## src/tsbi_defines.svh

```systemverilog
// Constants for the two-wire bus host controller: device register map,
// field positions, control words, own register map and timing counts.
// Assumes a 100 MHz system clock.
`ifndef TSBI_DEFINES_SVH
`define TSBI_DEFINES_SVH

// Device registers, reached through the device's own access port
`define TSBI_DEV_CTRL1_ADDR    16'h0170
`define TSBI_DEV_DBUF_ADDR     16'h0171
`define TSBI_DEV_CTRL2_ADDR    16'h0173
`define TSBI_DEV_STAT_ADDR     16'h0173

// Status register bit positions
`define TSBI_SR_MASTER         7
`define TSBI_SR_TRX            6
`define TSBI_SR_BUSY           5
`define TSBI_SR_PIN            4
`define TSBI_SR_ALOST          3
`define TSBI_SR_AAS            2
`define TSBI_SR_GC             1
`define TSBI_SR_LRB            0

// Control register 2 words: {master_select, transmit, bus_busy, pending_n, mode, 00}
`define TSBI_MODE_TWO_WIRE     2'h2
`define TSBI_CR2_START         8'hF8
`define TSBI_CR2_STOP          8'hD8
`define TSBI_CR2_RESTART       8'h18
`define TSBI_CR2_SLV_PIN       8'h58
`define TSBI_CR2_SLV_REL       8'h18

// Control register 1 layout: word_bit_count in 7:5, acknowledge mode in 4
`define TSBI_CR1_BC_LSB        5
`define TSBI_CR1_ACK           4

// Own register map, byte addresses
`define TSBI_REG_CMD           8'h00
`define TSBI_REG_STAT          8'h04
`define TSBI_REG_TXD           8'h08
`define TSBI_REG_RXD           8'h0C
`define TSBI_REG_BCNT          8'h10

// Own status register bit positions
`define TSBI_ST_BUSY           0
`define TSBI_ST_STOP           1
`define TSBI_ST_XFER           2
`define TSBI_ST_ALOST          3
`define TSBI_ST_RXV            4
`define TSBI_ST_SWAIT          5
`define TSBI_ST_DSR_LSB        8

// Reset values
`define TSBI_TXD_RST           8'h00
`define TSBI_BCNT_RST          3'h0

// Timing
`define TSBI_CLK_PERIOD_NS     10
`define TSBI_RESTART_SETUP_NS  4700
`define TSBI_RESTART_CYC       ((`TSBI_RESTART_SETUP_NS + `TSBI_CLK_PERIOD_NS - 1) / `TSBI_CLK_PERIOD_NS)
`define TSBI_RD_WAIT           3

`endif

```

## src/tsbi_pkg.sv

```systemverilog
// Types shared by the host controller modules.
// Assumes tsbi_defines.svh holds every number.
package tsbi_pkg;
  typedef enum logic [2:0] {
    TSBI_CMD_NONE,
    TSBI_CMD_START,
    TSBI_CMD_STOP,
    TSBI_CMD_RESTART,
    TSBI_CMD_WRITE,
    TSBI_CMD_READ
  } tsbi_cmd_t;

  typedef enum {
    S_IDLE,
    S_START_DB, S_START_CR,
    S_STOP_CR,
    S_RS_CR, S_RS_BUSY, S_RS_LRB, S_RS_WAIT,
    S_IRQ_SR,
    S_SL_BC, S_SL_TX, S_SL_PIN, S_SL_REL, S_SL_DUMMY, S_SL_RBC, S_SL_RD,
    S_WR_BC, S_WR_DB, S_RD_BC, S_RD_DB
  } tsbi_state_t;
endpackage

```

## src/tsbi_acc_if.sv

```systemverilog
// One device register access between the sequencer and the device port.
// Assumes both ends run on the system clock.
interface tsbi_acc_if;
  logic        req;
  logic        we;
  logic [15:0] addr;
  logic [7:0]  wdata;
  logic        done;
  logic [7:0]  rdata;

  modport ctl  (output req, output we, output addr, output wdata, input done, input rdata);
  modport port (input req, input we, input addr, input wdata, output done, output rdata);
endinterface

```

## src/tsbi_sync.sv

```systemverilog
// Two-flop synchronisers for inputs arriving from the device pins.
// Assumes each bit is quasi-static or a pulse longer than two clocks.
module tsbi_sync #(
  parameter int W = 10
) (
  input  wire logic         i_clk,
  input  wire logic         i_resetn,
  input  wire logic [W-1:0] i_d,
  output logic      [W-1:0] o_q
);
  logic [W-1:0] meta_r;

  genvar g;
  generate
    for (g = 0; g < W; g++) begin : g_bit
      always_ff @(posedge i_clk or negedge i_resetn) begin
        if (!i_resetn) begin
          meta_r[g] <= 1'b0;
          o_q[g]    <= 1'b0;
        end else begin
          meta_r[g] <= i_d[g];
          o_q[g]    <= meta_r[g];
        end
      end
    end
  endgenerate
endmodule

```

## src/tsbi_devport.sv

```systemverilog
// Device access port: turns one request into a write or read strobe on the
// device pins. Read data are taken from the synchronised data bus after a
// fixed wait; the device holds them steady after its read strobe.
`include "tsbi_defines.svh"
module tsbi_devport (
  input  wire logic       i_clk,
  input  wire logic       i_resetn,
  tsbi_acc_if.port        acc,
  input  wire logic [7:0] i_rdata_sync,
  output logic     [15:0] o_dev_addr,
  output logic      [7:0] o_dev_wdata,
  output logic            o_dev_wr,
  output logic            o_dev_rd
);
  logic [1:0] wait_r;
  logic       rd_busy_r;

  always_ff @(posedge i_clk or negedge i_resetn) begin
    if (!i_resetn) begin
      o_dev_addr  <= 16'h0000;
      o_dev_wdata <= 8'h00;
      o_dev_wr    <= 1'b0;
      o_dev_rd    <= 1'b0;
      rd_busy_r   <= 1'b0;
      wait_r      <= 2'h0;
      acc.done    <= 1'b0;
      acc.rdata   <= 8'h00;
    end else begin
      o_dev_wr <= 1'b0;
      o_dev_rd <= 1'b0;
      acc.done <= 1'b0;
      if (acc.req && !rd_busy_r) begin
        o_dev_addr  <= acc.addr;
        o_dev_wdata <= acc.wdata;
        o_dev_wr    <= acc.we;
        o_dev_rd    <= !acc.we;
        acc.done    <= acc.we;
        rd_busy_r   <= !acc.we;
        wait_r      <= 2'(`TSBI_RD_WAIT);
      end else if (rd_busy_r) begin
        if (wait_r == 2'h0) begin
          acc.rdata <= i_rdata_sync;
          acc.done  <= 1'b1;
          rd_busy_r <= 1'b0;
        end else begin
          wait_r <= wait_r - 2'h1;
        end
      end
    end
  end
endmodule

```

## src/tsbi_host.sv

```systemverilog
// Host controller for a two-wire bus interface device: drives its control,
// status and data buffer registers and answers its two interrupts.
// Assumes the device registers sit behind a simple strobe port and that
// its interrupt lines are pulses of at least two system clocks.
`include "tsbi_defines.svh"
module tsbi_host (
  input  wire logic        I_SYS_CLK,
  input  wire logic        I_RESETN,
  input  wire logic [7:0]  I_ADDR,
  input  wire logic [31:0] I_WDATA,
  input  wire logic        I_WR,
  input  wire logic        I_RD,
  output logic      [31:0] O_RDATA,
  output logic      [15:0] O_DEV_ADDR,
  output logic      [7:0]  O_DEV_WDATA,
  output logic             O_DEV_WR,
  output logic             O_DEV_RD,
  input  wire logic [7:0]  I_DEV_RDATA,
  input  wire logic        I_XFER_IRQ,
  input  wire logic        I_STOP_IRQ
);
  tsbi_acc_if acc ();

  tsbi_pkg::tsbi_state_t state_r;
  tsbi_pkg::tsbi_state_t state_nxt;

  logic [9:0]  sync_q;
  logic [7:0]  dev_rdata_sync;
  logic        xfer_lvl;
  logic        stop_lvl;
  logic        xfer_lvl_d_r;
  logic        stop_lvl_d_r;
  logic        xfer_evt;
  logic        stop_evt;
  logic        xfer_pend_r;
  logic [7:0]  txd_r;
  logic [7:0]  rxd_r;
  logic [2:0]  bcnt_r;
  logic [7:0]  dev_sr_r;
  logic        stop_seen_r;
  logic        xfer_seen_r;
  logic        alost_r;
  logic        rxv_r;
  logic        stop_wait_r;
  logic        issue_r;
  logic [9:0]  wait_cnt_r;
  logic        cmd_wr;
  logic        stat_wr;
  logic        busy;
  logic        rx_load;
  logic        acc_is;
  logic        acc_we;
  logic [15:0] acc_addr;
  logic [7:0]  acc_wdata;
  logic [7:0]  cr1_word;
  tsbi_pkg::tsbi_cmd_t cmd;

  tsbi_sync #(
    .W (10)
  ) u_sync (
    .i_clk    (I_SYS_CLK),
    .i_resetn (I_RESETN),
    .i_d      ({I_STOP_IRQ, I_XFER_IRQ, I_DEV_RDATA}),
    .o_q      (sync_q)
  );

  tsbi_devport u_devport (
    .i_clk        (I_SYS_CLK),
    .i_resetn     (I_RESETN),
    .acc          (acc.port),
    .i_rdata_sync (dev_rdata_sync),
    .o_dev_addr   (O_DEV_ADDR),
    .o_dev_wdata  (O_DEV_WDATA),
    .o_dev_wr     (O_DEV_WR),
    .o_dev_rd     (O_DEV_RD)
  );

  assign dev_rdata_sync = sync_q[7:0];
  assign xfer_lvl       = sync_q[8];
  assign stop_lvl       = sync_q[9];
  assign xfer_evt       = xfer_lvl && !xfer_lvl_d_r;
  assign stop_evt       = stop_lvl && !stop_lvl_d_r;
  assign cmd            = tsbi_pkg::tsbi_cmd_t'(I_WDATA[2:0]);
  assign cmd_wr         = I_WR && (I_ADDR == `TSBI_REG_CMD);
  assign stat_wr        = I_WR && (I_ADDR == `TSBI_REG_STAT);
  assign busy           = (state_r != tsbi_pkg::S_IDLE);
  // Bit count in 7:5, acknowledge mode on, low nibble zero
  assign cr1_word       = {bcnt_r, 1'b1, 4'h0};

  // Interrupt edge detection, fed from the second synchroniser flop
  always_ff @(posedge I_SYS_CLK or negedge I_RESETN) begin
    if (!I_RESETN) begin
      xfer_lvl_d_r <= 1'b0;
      stop_lvl_d_r <= 1'b0;
    end else begin
      xfer_lvl_d_r <= xfer_lvl;
      stop_lvl_d_r <= stop_lvl;
    end
  end

  // Access each state makes, and the state that follows its completion
  always_comb begin
    acc_is    = 1'b1;
    acc_we    = 1'b1;
    acc_addr  = `TSBI_DEV_DBUF_ADDR;
    acc_wdata = txd_r;
    state_nxt = tsbi_pkg::S_IDLE;
    rx_load   = 1'b0;
    case (state_r)
      tsbi_pkg::S_START_DB: begin
        state_nxt = tsbi_pkg::S_START_CR;
      end
      tsbi_pkg::S_START_CR: begin
        acc_addr  = `TSBI_DEV_CTRL2_ADDR;
        acc_wdata = `TSBI_CR2_START;
      end
      tsbi_pkg::S_STOP_CR: begin
        acc_addr  = `TSBI_DEV_CTRL2_ADDR;
        acc_wdata = `TSBI_CR2_STOP;
      end
      tsbi_pkg::S_RS_CR: begin
        acc_addr  = `TSBI_DEV_CTRL2_ADDR;
        acc_wdata = `TSBI_CR2_RESTART;
        state_nxt = tsbi_pkg::S_RS_BUSY;
      end
      tsbi_pkg::S_RS_BUSY: begin
        acc_we    = 1'b0;
        acc_addr  = `TSBI_DEV_STAT_ADDR;
        state_nxt = acc.rdata[`TSBI_SR_BUSY] ? tsbi_pkg::S_RS_BUSY
                                             : tsbi_pkg::S_RS_LRB;
      end
      tsbi_pkg::S_RS_LRB: begin
        acc_we    = 1'b0;
        acc_addr  = `TSBI_DEV_STAT_ADDR;
        state_nxt = acc.rdata[`TSBI_SR_LRB] ? tsbi_pkg::S_RS_WAIT
                                            : tsbi_pkg::S_RS_LRB;
      end
      tsbi_pkg::S_IRQ_SR: begin
        acc_we    = 1'b0;
        acc_addr  = `TSBI_DEV_STAT_ADDR;
        // Slave cases decoded from a status read taken after the interrupt
        if (acc.rdata[`TSBI_SR_MASTER]) begin
          state_nxt = tsbi_pkg::S_IDLE;
        end else if (acc.rdata[`TSBI_SR_TRX]) begin
          if (acc.rdata[`TSBI_SR_AAS] || !acc.rdata[`TSBI_SR_LRB]) begin
            state_nxt = tsbi_pkg::S_SL_BC;
          end else begin
            state_nxt = tsbi_pkg::S_SL_PIN;
          end
        end else if (acc.rdata[`TSBI_SR_AAS]) begin
          state_nxt = tsbi_pkg::S_SL_DUMMY;
        end else if (acc.rdata[`TSBI_SR_ALOST]) begin
          state_nxt = tsbi_pkg::S_IDLE;
        end else begin
          state_nxt = tsbi_pkg::S_SL_RBC;
        end
      end
      tsbi_pkg::S_SL_BC, tsbi_pkg::S_WR_BC: begin
        acc_addr  = `TSBI_DEV_CTRL1_ADDR;
        acc_wdata = cr1_word;
        state_nxt = (state_r == tsbi_pkg::S_SL_BC) ? tsbi_pkg::S_SL_TX
                                                   : tsbi_pkg::S_WR_DB;
      end
      tsbi_pkg::S_SL_TX, tsbi_pkg::S_WR_DB: begin
        acc_wdata = txd_r;
      end
      tsbi_pkg::S_SL_PIN: begin
        acc_addr  = `TSBI_DEV_CTRL2_ADDR;
        acc_wdata = `TSBI_CR2_SLV_PIN;
        state_nxt = tsbi_pkg::S_SL_REL;
      end
      tsbi_pkg::S_SL_REL: begin
        acc_addr  = `TSBI_DEV_CTRL2_ADDR;
        acc_wdata = `TSBI_CR2_SLV_REL;
      end
      tsbi_pkg::S_SL_DUMMY: begin
        acc_we = 1'b0;
      end
      tsbi_pkg::S_SL_RBC, tsbi_pkg::S_RD_BC: begin
        acc_addr  = `TSBI_DEV_CTRL1_ADDR;
        acc_wdata = cr1_word;
        state_nxt = (state_r == tsbi_pkg::S_SL_RBC) ? tsbi_pkg::S_SL_RD
                                                    : tsbi_pkg::S_RD_DB;
      end
      tsbi_pkg::S_SL_RD, tsbi_pkg::S_RD_DB: begin
        acc_we  = 1'b0;
        rx_load = 1'b1;
      end
      default: begin
        acc_is    = 1'b0;
        state_nxt = state_r;
      end
    endcase
  end

  // Sequencer: one access per state except S_IDLE and S_RS_WAIT, new request whenever a state other than S_IDLE or S_RS_WAIT is entered
  always_ff @(posedge I_SYS_CLK or negedge I_RESETN) begin
    if (!I_RESETN) begin
      state_r    <= tsbi_pkg::S_IDLE;
      issue_r    <= 1'b0;
      wait_cnt_r <= 10'h000;
      dev_sr_r   <= 8'h00;
      acc.req    <= 1'b0;
      acc.we     <= 1'b0;
      acc.addr   <= 16'h0000;
      acc.wdata  <= 8'h00;
    end else begin
      acc.req <= 1'b0;
      if (issue_r && acc_is) begin
        acc.req   <= 1'b1;
        acc.we    <= acc_we;
        acc.addr  <= acc_addr;
        acc.wdata <= acc_wdata;
        issue_r   <= 1'b0;
      end
      case (state_r)
        tsbi_pkg::S_IDLE: begin
          if (xfer_pend_r || xfer_evt) begin
            state_r <= tsbi_pkg::S_IRQ_SR;
            issue_r <= 1'b1;
          end else if (cmd_wr && !stop_wait_r) begin
            issue_r <= 1'b1;
            case (cmd)
              // A fresh start always runs the whole sequence again
              tsbi_pkg::TSBI_CMD_START:   state_r <= tsbi_pkg::S_START_DB;
              tsbi_pkg::TSBI_CMD_STOP:    state_r <= tsbi_pkg::S_STOP_CR;
              tsbi_pkg::TSBI_CMD_RESTART: state_r <= tsbi_pkg::S_RS_CR;
              tsbi_pkg::TSBI_CMD_WRITE:   state_r <= tsbi_pkg::S_WR_BC;
              tsbi_pkg::TSBI_CMD_READ:    state_r <= tsbi_pkg::S_RD_BC;
              default:                    issue_r <= 1'b0;
            endcase
          end
        end
        tsbi_pkg::S_RS_WAIT: begin
          // Bus-free setup time before the new start
          if (wait_cnt_r == 10'(`TSBI_RESTART_CYC - 1)) begin
            wait_cnt_r <= 10'h000;
            state_r    <= tsbi_pkg::S_START_DB;
            issue_r    <= 1'b1;
          end else begin
            wait_cnt_r <= wait_cnt_r + 10'h001;
          end
        end
        default: begin
          if (acc.done) begin
            state_r <= state_nxt;
            issue_r <= (state_nxt != tsbi_pkg::S_IDLE) &&
                       (state_nxt != tsbi_pkg::S_RS_WAIT);
            if (state_r == tsbi_pkg::S_IRQ_SR) begin
              dev_sr_r <= acc.rdata;
            end
          end
        end
      endcase
    end
  end

  // Transfer interrupt pending until the idle sequencer takes it
  always_ff @(posedge I_SYS_CLK or negedge I_RESETN) begin
    if (!I_RESETN) begin
      xfer_pend_r <= 1'b0;
    end else if (xfer_evt && busy) begin
      xfer_pend_r <= 1'b1;
    end else if (state_r == tsbi_pkg::S_IDLE) begin
      xfer_pend_r <= 1'b0;
    end
  end

  // Stop request holds off control writes until the stop interrupt
  always_ff @(posedge I_SYS_CLK or negedge I_RESETN) begin
    if (!I_RESETN) begin
      stop_wait_r <= 1'b0;
    end else if (state_r == tsbi_pkg::S_STOP_CR && acc.done) begin
      stop_wait_r <= 1'b1;
    end else if (stop_evt) begin
      stop_wait_r <= 1'b0;
    end
  end

  // Sticky flags: a hardware set wins over a software clear
  always_ff @(posedge I_SYS_CLK or negedge I_RESETN) begin
    if (!I_RESETN) begin
      stop_seen_r <= 1'b0;
      xfer_seen_r <= 1'b0;
      alost_r     <= 1'b0;
      rxv_r       <= 1'b0;
    end else begin
      if (stop_evt) begin
        stop_seen_r <= 1'b1;
      end else if (stat_wr && I_WDATA[`TSBI_ST_STOP]) begin
        stop_seen_r <= 1'b0;
      end
      if (xfer_evt) begin
        xfer_seen_r <= 1'b1;
      end else if (stat_wr && I_WDATA[`TSBI_ST_XFER]) begin
        xfer_seen_r <= 1'b0;
      end
      if (state_r == tsbi_pkg::S_IRQ_SR && acc.done && !acc.rdata[`TSBI_SR_MASTER] &&
          !acc.rdata[`TSBI_SR_TRX] && acc.rdata[`TSBI_SR_ALOST] &&
          !acc.rdata[`TSBI_SR_AAS]) begin
        alost_r <= 1'b1;
      end else if (stat_wr && I_WDATA[`TSBI_ST_ALOST]) begin
        alost_r <= 1'b0;
      end
      if (rx_load && acc.done) begin
        rxv_r <= 1'b1;
      end else if (stat_wr && I_WDATA[`TSBI_ST_RXV]) begin
        rxv_r <= 1'b0;
      end
    end
  end

  // Received byte capture
  always_ff @(posedge I_SYS_CLK or negedge I_RESETN) begin
    if (!I_RESETN) begin
      rxd_r <= 8'h00;
    end else if (rx_load && acc.done) begin
      rxd_r <= acc.rdata;
    end
  end

  // Own writable registers
  always_ff @(posedge I_SYS_CLK or negedge I_RESETN) begin
    if (!I_RESETN) begin
      txd_r  <= `TSBI_TXD_RST;
      bcnt_r <= `TSBI_BCNT_RST;
    end else if (I_WR) begin
      if (I_ADDR == `TSBI_REG_TXD) begin
        txd_r <= I_WDATA[7:0];
      end
      if (I_ADDR == `TSBI_REG_BCNT) begin
        bcnt_r <= I_WDATA[2:0];
      end
    end
  end

  // Read data stand in the cycle after the read strobe only
  always_ff @(posedge I_SYS_CLK or negedge I_RESETN) begin
    if (!I_RESETN) begin
      O_RDATA <= 32'h0000_0000;
    end else if (I_RD) begin
      case (I_ADDR)
        `TSBI_REG_STAT: O_RDATA <= {16'h0000, dev_sr_r, 2'b00, stop_wait_r, rxv_r,
                                    alost_r, xfer_seen_r, stop_seen_r, busy};
        `TSBI_REG_TXD:  O_RDATA <= {24'h00_0000, txd_r};
        `TSBI_REG_RXD:  O_RDATA <= {24'h00_0000, rxd_r};
        `TSBI_REG_BCNT: O_RDATA <= {29'h0000_0000, bcnt_r};
        default:        O_RDATA <= 32'h0000_0000;
      endcase
    end else begin
      O_RDATA <= 32'h0000_0000;
    end
  end
endmodule

```

## config.mk

```make
export PLATFORM = sky130hd
export DESIGN_NAME = tsbi_host
export DESIGN_NICKNAME = d
export VERILOG_FILES = /design/src/tsbi_pkg.sv /design/src/tsbi_acc_if.sv /design/src/tsbi_sync.sv /design/src/tsbi_devport.sv /design/src/tsbi_host.sv
export VERILOG_INCLUDE_DIRS = /design/src
export SDC_FILE = /design/constraint.sdc
export NUM_CORES = 1
export LEC_CHECK = 0
export BUFFER_PORTS_ARGS = -buffer_cell sky130_fd_sc_hd__buf_2
export CAP_MARGIN = 5
export CORE_ASPECT_RATIO = 0.6
export CORE_MARGIN = 10
export CORE_UTILIZATION = 36
export CTS_BUF_LIST = sky130_fd_sc_hd__clkbuf_4 sky130_fd_sc_hd__clkbuf_8
export DETAILED_ROUTE_END_ITERATION = 12
export PLACE_DENSITY = 0.54
export SYNTH_ARGS = -nofsm -noshare
export SYNTH_HDL_FRONTEND = slang
export SYNTH_SLANG_ARGS = --single-unit
```

## constraint.sdc

```tcl
create_clock -name I_SYS_CLK -period 2.9 [get_ports I_SYS_CLK]
set_clock_uncertainty 0.05 [all_clocks]
set_input_delay 0.58 -clock I_SYS_CLK [delete_from_list [all_inputs] [get_ports I_SYS_CLK]]
set_output_delay 0.58 -clock I_SYS_CLK [all_outputs]
set_load 0.03 [all_outputs]
```

Yosys cells after proc, flatten, opt, wreduce, memory -nomap -nowiden
Cells that the tools add are included.
W data, S select, Z words.
{"block": "word_totals", "regBits": 178, "latch_bits": 0, "ramBits": 0, "romBits": 0, "inputBits": 54, "output_inout_bits": 58, "wordCells": 207, "n_memories": 0}
{"block": "classes", "add_sub_neg": 2, "n_mul": 0, "div": 0, "n_lt_le_gt_ge": 0, "eq_ne": 38, "shift": 0, "n_mux": 55, "bitwise_logic": 2, "n_reduce_logical": 62}
{"op": "$pmux W32 S9", "count": 1}
{"op": "$eq A32 B4 Y1 const B", "count": 8}
{"op": "$eq A32 B5 Y1 const B", "count": 7}
{"op": "$mux W32", "count": 6}
{"op": "$eq A32 B3 Y1 const B", "count": 5}
{"op": "$pmux W32 S5", "count": 1}
{"op": "$eq A32 B2 Y1 const B", "count": 2}
{"op": "$logic_not A32 Y1", "count": 2}
{"op": "$pmux W16 S4", "count": 1}
{"op": "$pmux W32 S2", "count": 1}
{"op": "$reduce_bool A32 Y1", "count": 2}
{"op": "$pmux W8 S5", "count": 1}
{"op": "$eq A32 B1 Y1 const B", "count": 1}
{"op": "$ne A32 B4 Y1 const B", "count": 1}
{"op": "$mux W1", "count": 31}
{"op": "$logic_and A1 B1 Y1", "count": 20}
{"op": "$reduce_or A18 Y1", "count": 1}
{"op": "$eq A8 B4 Y1 const B", "count": 2}
{"op": "$mux W16", "count": 1}
{"op": "$reduce_or A8 Y1", "count": 2}
{"op": "$reduce_bool A2 Y1", "count": 7}
{"op": "$add A10 B1 Y10 const B", "count": 1}
{"op": "$eq A10 B9 Y1 const B", "count": 1}
{"op": "$mux W10", "count": 1}
{"op": "28 further kinds", "count": 53}

Depth between registers and ports, before layout
{"block": "logic_depth", "depth_word": 10, "mapped_depth": 9, "depth_no_buf": 7}

By module
Synthesis repeated with hierarchy kept, for this count alone.
{"block": "unflattened", "hier_cells": 624, "area_unflattened_um2": 7228.2}
{"module": "tsbi_host", "n_inst": 1, "cells_each": 514, "area_each_um2": 5215.0, "seq_area_each_um2": 2677.6}
{"module": "tsbi_devport", "n_inst": 1, "cells_each": 90, "area_each_um2": 1512.7, "seq_area_each_um2": 950.9}
{"module": "tsbi_sync", "n_inst": 1, "cells_each": 20, "area_each_um2": 500.5, "seq_area_each_um2": 500.5}

Worst setup path after synthesis
No wires, ideal clock.
{"block": "synth_timing", "kind": "reg2reg", "from": "register state_r[26]", "to": "register dev_sr_r[0]", "arrival_ps": 1935, "required_time_ps": 2725, "setup_slack_ps": 791, "path_stages_with_launch": 8, "synth_period_minus_slack_ps": 2109, "path_cell_list": "dfrtp_1 > nor4_4 > and4_1 > nand2_2 > nor2_2 > and3_1 > buf_4 > mux2_2"}
{"block": "synth_via", "elab_chain_len": 4, "word_cells_on_any_way": 6, "cone_classes": "eq/ne (2); bitwise (1); reduce/logical (3)"}
{"element": "start: declaration", "line_no": "tsbi_host.sv:24", "rtl": "tsbi_pkg::tsbi_state_t state_r;"}
{"element": "start signal: assignment", "line_no": "tsbi_host.sv:199", "rtl": "state_r <= tsbi_pkg::S_IDLE;"}
{"element": "start signal: assignment", "line_no": "tsbi_host.sv:219", "rtl": "state_r <= tsbi_pkg::S_IRQ_SR;"}
{"element": "start signal: assignment", "line_no": "tsbi_host.sv:225", "rtl": "tsbi_pkg::TSBI_CMD_START: state_r <= tsbi_pkg::S_START_DB;"}
{"element": "$eq A32 B3 Y1 / $logic_not A32 Y1 (equally long branches)", "line_no": "tsbi_host.sv:216", "rtl": "case (state_r)"}
{"element": "$reduce_or A2 Y1 (no source line)"}
{"element": "$not A1 Y1 (no source line)"}
{"element": "$reduce_and A3 Y1 (no source line) (*)"}
{"element": "end signal: assignment", "line_no": "tsbi_host.sv:250", "rtl": "dev_sr_r <= acc.rdata;"}
{"element": "end: declaration", "line_no": "tsbi_host.sv:39", "rtl": "logic [7:0] dev_sr_r;"}
Every way passes the cells marked *; elsewhere a longest branch is shown, timed or not.
A chain may end at the register's enable or synchronous reset.

Final worst setup path
{"block": "layout_timing", "from": "register state_r[3]", "to": "register state_r[2]"}
{"block": "layout_via", "elab_chain_len": 5, "word_cells_on_any_way": 33, "cone_classes": "eq/ne (23); mux (4); reduce/logical (6)"}
{"element": "$eq A32 B4 Y1, or another cell as far along", "line_no": "tsbi_host.sv:109", "rtl": "case (state_r)"}
{"element": "$reduce_or A8 Y1 (no source line), or another cell as far along"}
{"element": "$pmux W32 S9", "line_no": "tsbi_host.sv:109"}
{"element": "$mux W32", "line_no": "tsbi_host.sv:245", "rtl": "if (acc.done) begin"}
{"element": "$pmux W32 S2", "line_no": "tsbi_host.sv:216"}
Parallel ways exist; a longest one is shown, timed or not. The select of a mux whose other input is x is not followed.

==> key figures <==
Critical path
  • Critical path type: reg -> reg
  • Startpoint types: flip-flop
  • Crit path DAT: 2.89 ns
  • CP Capture Type: flip-flop
  • Crit Path Max Fanout: 20
  • WP data required: 3.20 ns

Die
  • Die X: 197 microns
  • Die area: 0.0249 sq mm
  • Core Region: 0.0183 sq mm
  • Chip Height: 126 microns
  • Initial Util: 37.1%
  • Num ports: 112
  • Rows: 38

Drt
  • Post-Route WL: 15700 microns
  • # DRC: 0
  • DRT antenna net count: 0
  • Via count: 4479
  • Drt wl/cell: 17.8 microns
  • DRT Pass-1 Iters: 5
  • Initial DRC count: 333
  • Via density: 5.08

Timing
  • Final setup vio count: 0
  • Worst Max-Slew Pin Slew: 0.696 ns
  • Final hold viol count: 0
  • Min Tclk post-route: 2.60 ns
  • Slew margin rel.: 53.2%
  • RSZ-0062 raised after global routing: no
  • Final slew viol count: 0
  • Ratio of final minimum period to clock period: 89.5%
  • Max Fclk: 0.385 GHz
  • PnR worst setup slack: 0.304 ns
  • Setup_tns: 0 ns

Pwr
  • Pwr per Cell Area: 866 mW/mm^2
  • Seq pwr share: 43.5%
  • Internal Power: 4.01 mW
  • Switch share: 39.0%
  • Leakage: 3.61 nW
  • Max VDD drop: 375 uV
  • Clock group share of total power: 24.8%
  • Comb power frac: 31.7%
  • Sw Pwr: 2.57 mW

Clocking
  • Clock Latency Late Sink: 0.47 ns
  • Post-CTS setup buffer count: 0
  • Cts bufs inserted: 17
  • Clock transition at the registers of the reported paths: 0.10 ns
  • Root buffer cell: clkbuf_8
  • Clock sinks: 152
  • Post_cts resized: 0
  • Hold Buf Count CTS: 0
  • Max Buffers Root-to-Sink: 2
  • H-tree Lvls: 4
  • CTS tree: yes

Placement
  • Port bufs: 61
  • Placed Cells incl. Taps: 849
  • Placed inst area: 0.00718 sq mm
  • Hpwl dp: 11800 microns
  • Placement Setup Slack: 0.301 ns
  • Placer Congestion: 0.887

Cells and area
  • Layout cells sized above 1: 28.7%
  • Highest-count cells in the layout ignoring fill and taps: 152 x dfrtp_1, 60 x buf_2, 47 x mux2_2
  • Area Overhead vs Synth: 12.3%
  • Layout Cells excl Fill: 881
  • Cell area after layout: 0.00760 sq mm
  • Commonest non-fill, non-tap cell in the layout: dfrtp_1
  • Fill count: 1756
  • Post-layout nets: 687
  • Fin util: 41.6%
  • ANT cells: 0

Logic synthesis
  • Post-synth top flop: dfrtp_1
  • Yosys cell types: 72
  • Synthesized area: 0.00677 sq mm
  • Synthesized instance count: 585
  • Register area share after synthesis: 56.2%
  • Synthesized area per cell: 11.6 sq um
  • Syn. warnings: 0
  • Register bit total from synthesis: 152
  • Number of synthesized flops with an enable pin: 0
  • Ys async rst share: 100%

Global routing
  • Busiest grt layer: met1
  • Largest net degree at the start of global routing: 67
  • M1 GR Usage: 19.2%
  • Met3 Use GR: 4.28%
  • Vias in the first global route: 4473
  • Antenna violations before repair: 0
  • First-pass GRT wire length: 25600 microns
  • GR Overflow Total: 0
  • GRT Total Usage: 12.9%
  • Met2 usage: 17.1%

Worst hold path
  • Worst min path class: in -> async

Run
  • Max-Cap Viols: 0

Run status
  • Outcome: finished clean
power groups by stage:
stage	Clock, mW	Combinational, mW	Sequential [mW]
detailed placement	0	2.05	2.90
CTS	1.68	2.06	2.86
global route	1.77	2.31	2.92
global placement	0	2.03	2.88
floorplan	0	1.49	2.83
finish	1.63	2.08	2.86
registers in the layout (all words and copies together), names as in the netlist, 2 cells and up:
register	count
O_RDATA	16
acc.addr	3
acc.wdata	8
bcnt_r	3
dev_sr_r	8
rxd_r	8
state_r	32
txd_r	8
u_devport.acc.rdata	8
u_devport.o_dev_addr	3
u_devport.o_dev_wdata	8
u_devport.wait_r	2
u_sync.meta_r	10
u_sync.o_q	10
wait_cnt_r	10
cell type report:
cell class,instances,area [sq um],share of cell area [%]
sequential,152,3800,50.1
multi-input combinational,364,2570,33.9
timing repair buffer,78,452,5.95
clock buffer,17,234,3.08
tap,240,300,3.95
clock inverter,15,179,2.36
inverter,15,56.3,0.741
final timing paths:
path / from / depth (start not counted) / to / slack, ns
min reg2reg: u_sync.meta_r[3] / 0 / u_sync.o_q[3] / 0.31
max: state_r[3] / 6 / state_r[2] / 0.30
min in group I_SYS_CLK: I_DEV_RDATA[0] / 1 / u_sync.meta_r[0] / 0.16
max reg2reg: state_r[3] / 6 / state_r[2] / 0.30
min: I_RESETN / 1 / u_sync.o_q[8] / 0.01
max in group asynchronous: I_RESETN / 2 / xfer_seen_r / 1.97
critical path, stage by stage (launching register included):
cell and delay (ns):
dfrtp_1 0.76, nor4b_1 0.59, nor3b_2 0.37, a22oi_1 0.14
nor2_1 0.26, a21oi_1 0.07, o31ai_1 0.23
Yosys cell counts, drive strengths merged, types with 2 or more instances:
| cell type | count | area share, % |
|---|---|---|
| nand4 | 6 | 0.78 |
| o2bb2ai | 3 | 0.48 |
| a2111oi | 2 | 0.35 |
| a22oi | 11 | 1.2 |
| inv | 15 | 0.83 |
| a31o | 2 | 0.26 |
| and3 | 17 | 1.6 |
| a21oi | 12 | 0.89 |
| nand2b | 9 | 0.83 |
| or3 | 6 | 0.70 |
| nand3 | 9 | 0.67 |
| a21o | 4 | 0.44 |
| o21a | 3 | 0.33 |
| a221oi | 2 | 0.26 |
| dfrtp | 152 | 56 |
| nor3b | 5 | 0.63 |
| buf | 42 | 4.3 |
| a211oi | 2 | 0.41 |
| a2bb2oi | 2 | 0.26 |
| and2 | 4 | 0.37 |
| o31ai | 5 | 0.63 |
| nor2b | 12 | 1.1 |
| nor4 | 13 | 2.7 |
| nor4b | 3 | 0.39 |
| ha | 5 | 0.92 |
| a22o | 4 | 0.52 |
| nor2 | 36 | 2.1 |
| o21ai | 33 | 2.4 |
| clkbuf | 37 | 2.1 |
| and3b | 2 | 0.26 |
| a31oi | 12 | 1.1 |
| nand4b | 2 | 0.26 |
| nor3 | 12 | 1.1 |
| mux2 | 47 | 7.8 |
| mux2i | 3 | 0.44 |
| nand2 | 31 | 1.8 |
| a32oi | 3 | 0.39 |
metal layers:
metal | up-vias | routed length (microns) | part of all wire [%]
li1 | 2108 | - | -
met1 | 2220 | 7980 | 51
met2 | 139 | 6410 | 41
met3 | 12 | 1220 | 7.8
met4 | 0 | 103 | 0.66
met5 | - | 0 | 0
metrics by stage:
step	power [mW]	hold slack, ns
6_report	6.58	0.0138
5_1_grt	7.01	0.0359
4_1_cts	6.60	0.0282
2_1_floorplan	4.32	0.234
3_3_place_gp	4.90	0.284
3_5_place_dp	4.95	0.285
cell families after synthesis:
| group | after synthesis | synth area share (%) |
|---|---|---|
| compound gates | 109 | 11.1 |
| flops | 152 | 56.2 |
| buf+inv | 94 | 7.16 |
| other cells | 1 | 0.0554 |
| simple gates | 174 | 16.3 |
| mux | 50 | 8.27 |
| fa+ha+maj | 5 | 0.925 |
No activity file was read; power rests on OpenSTA's default activity.
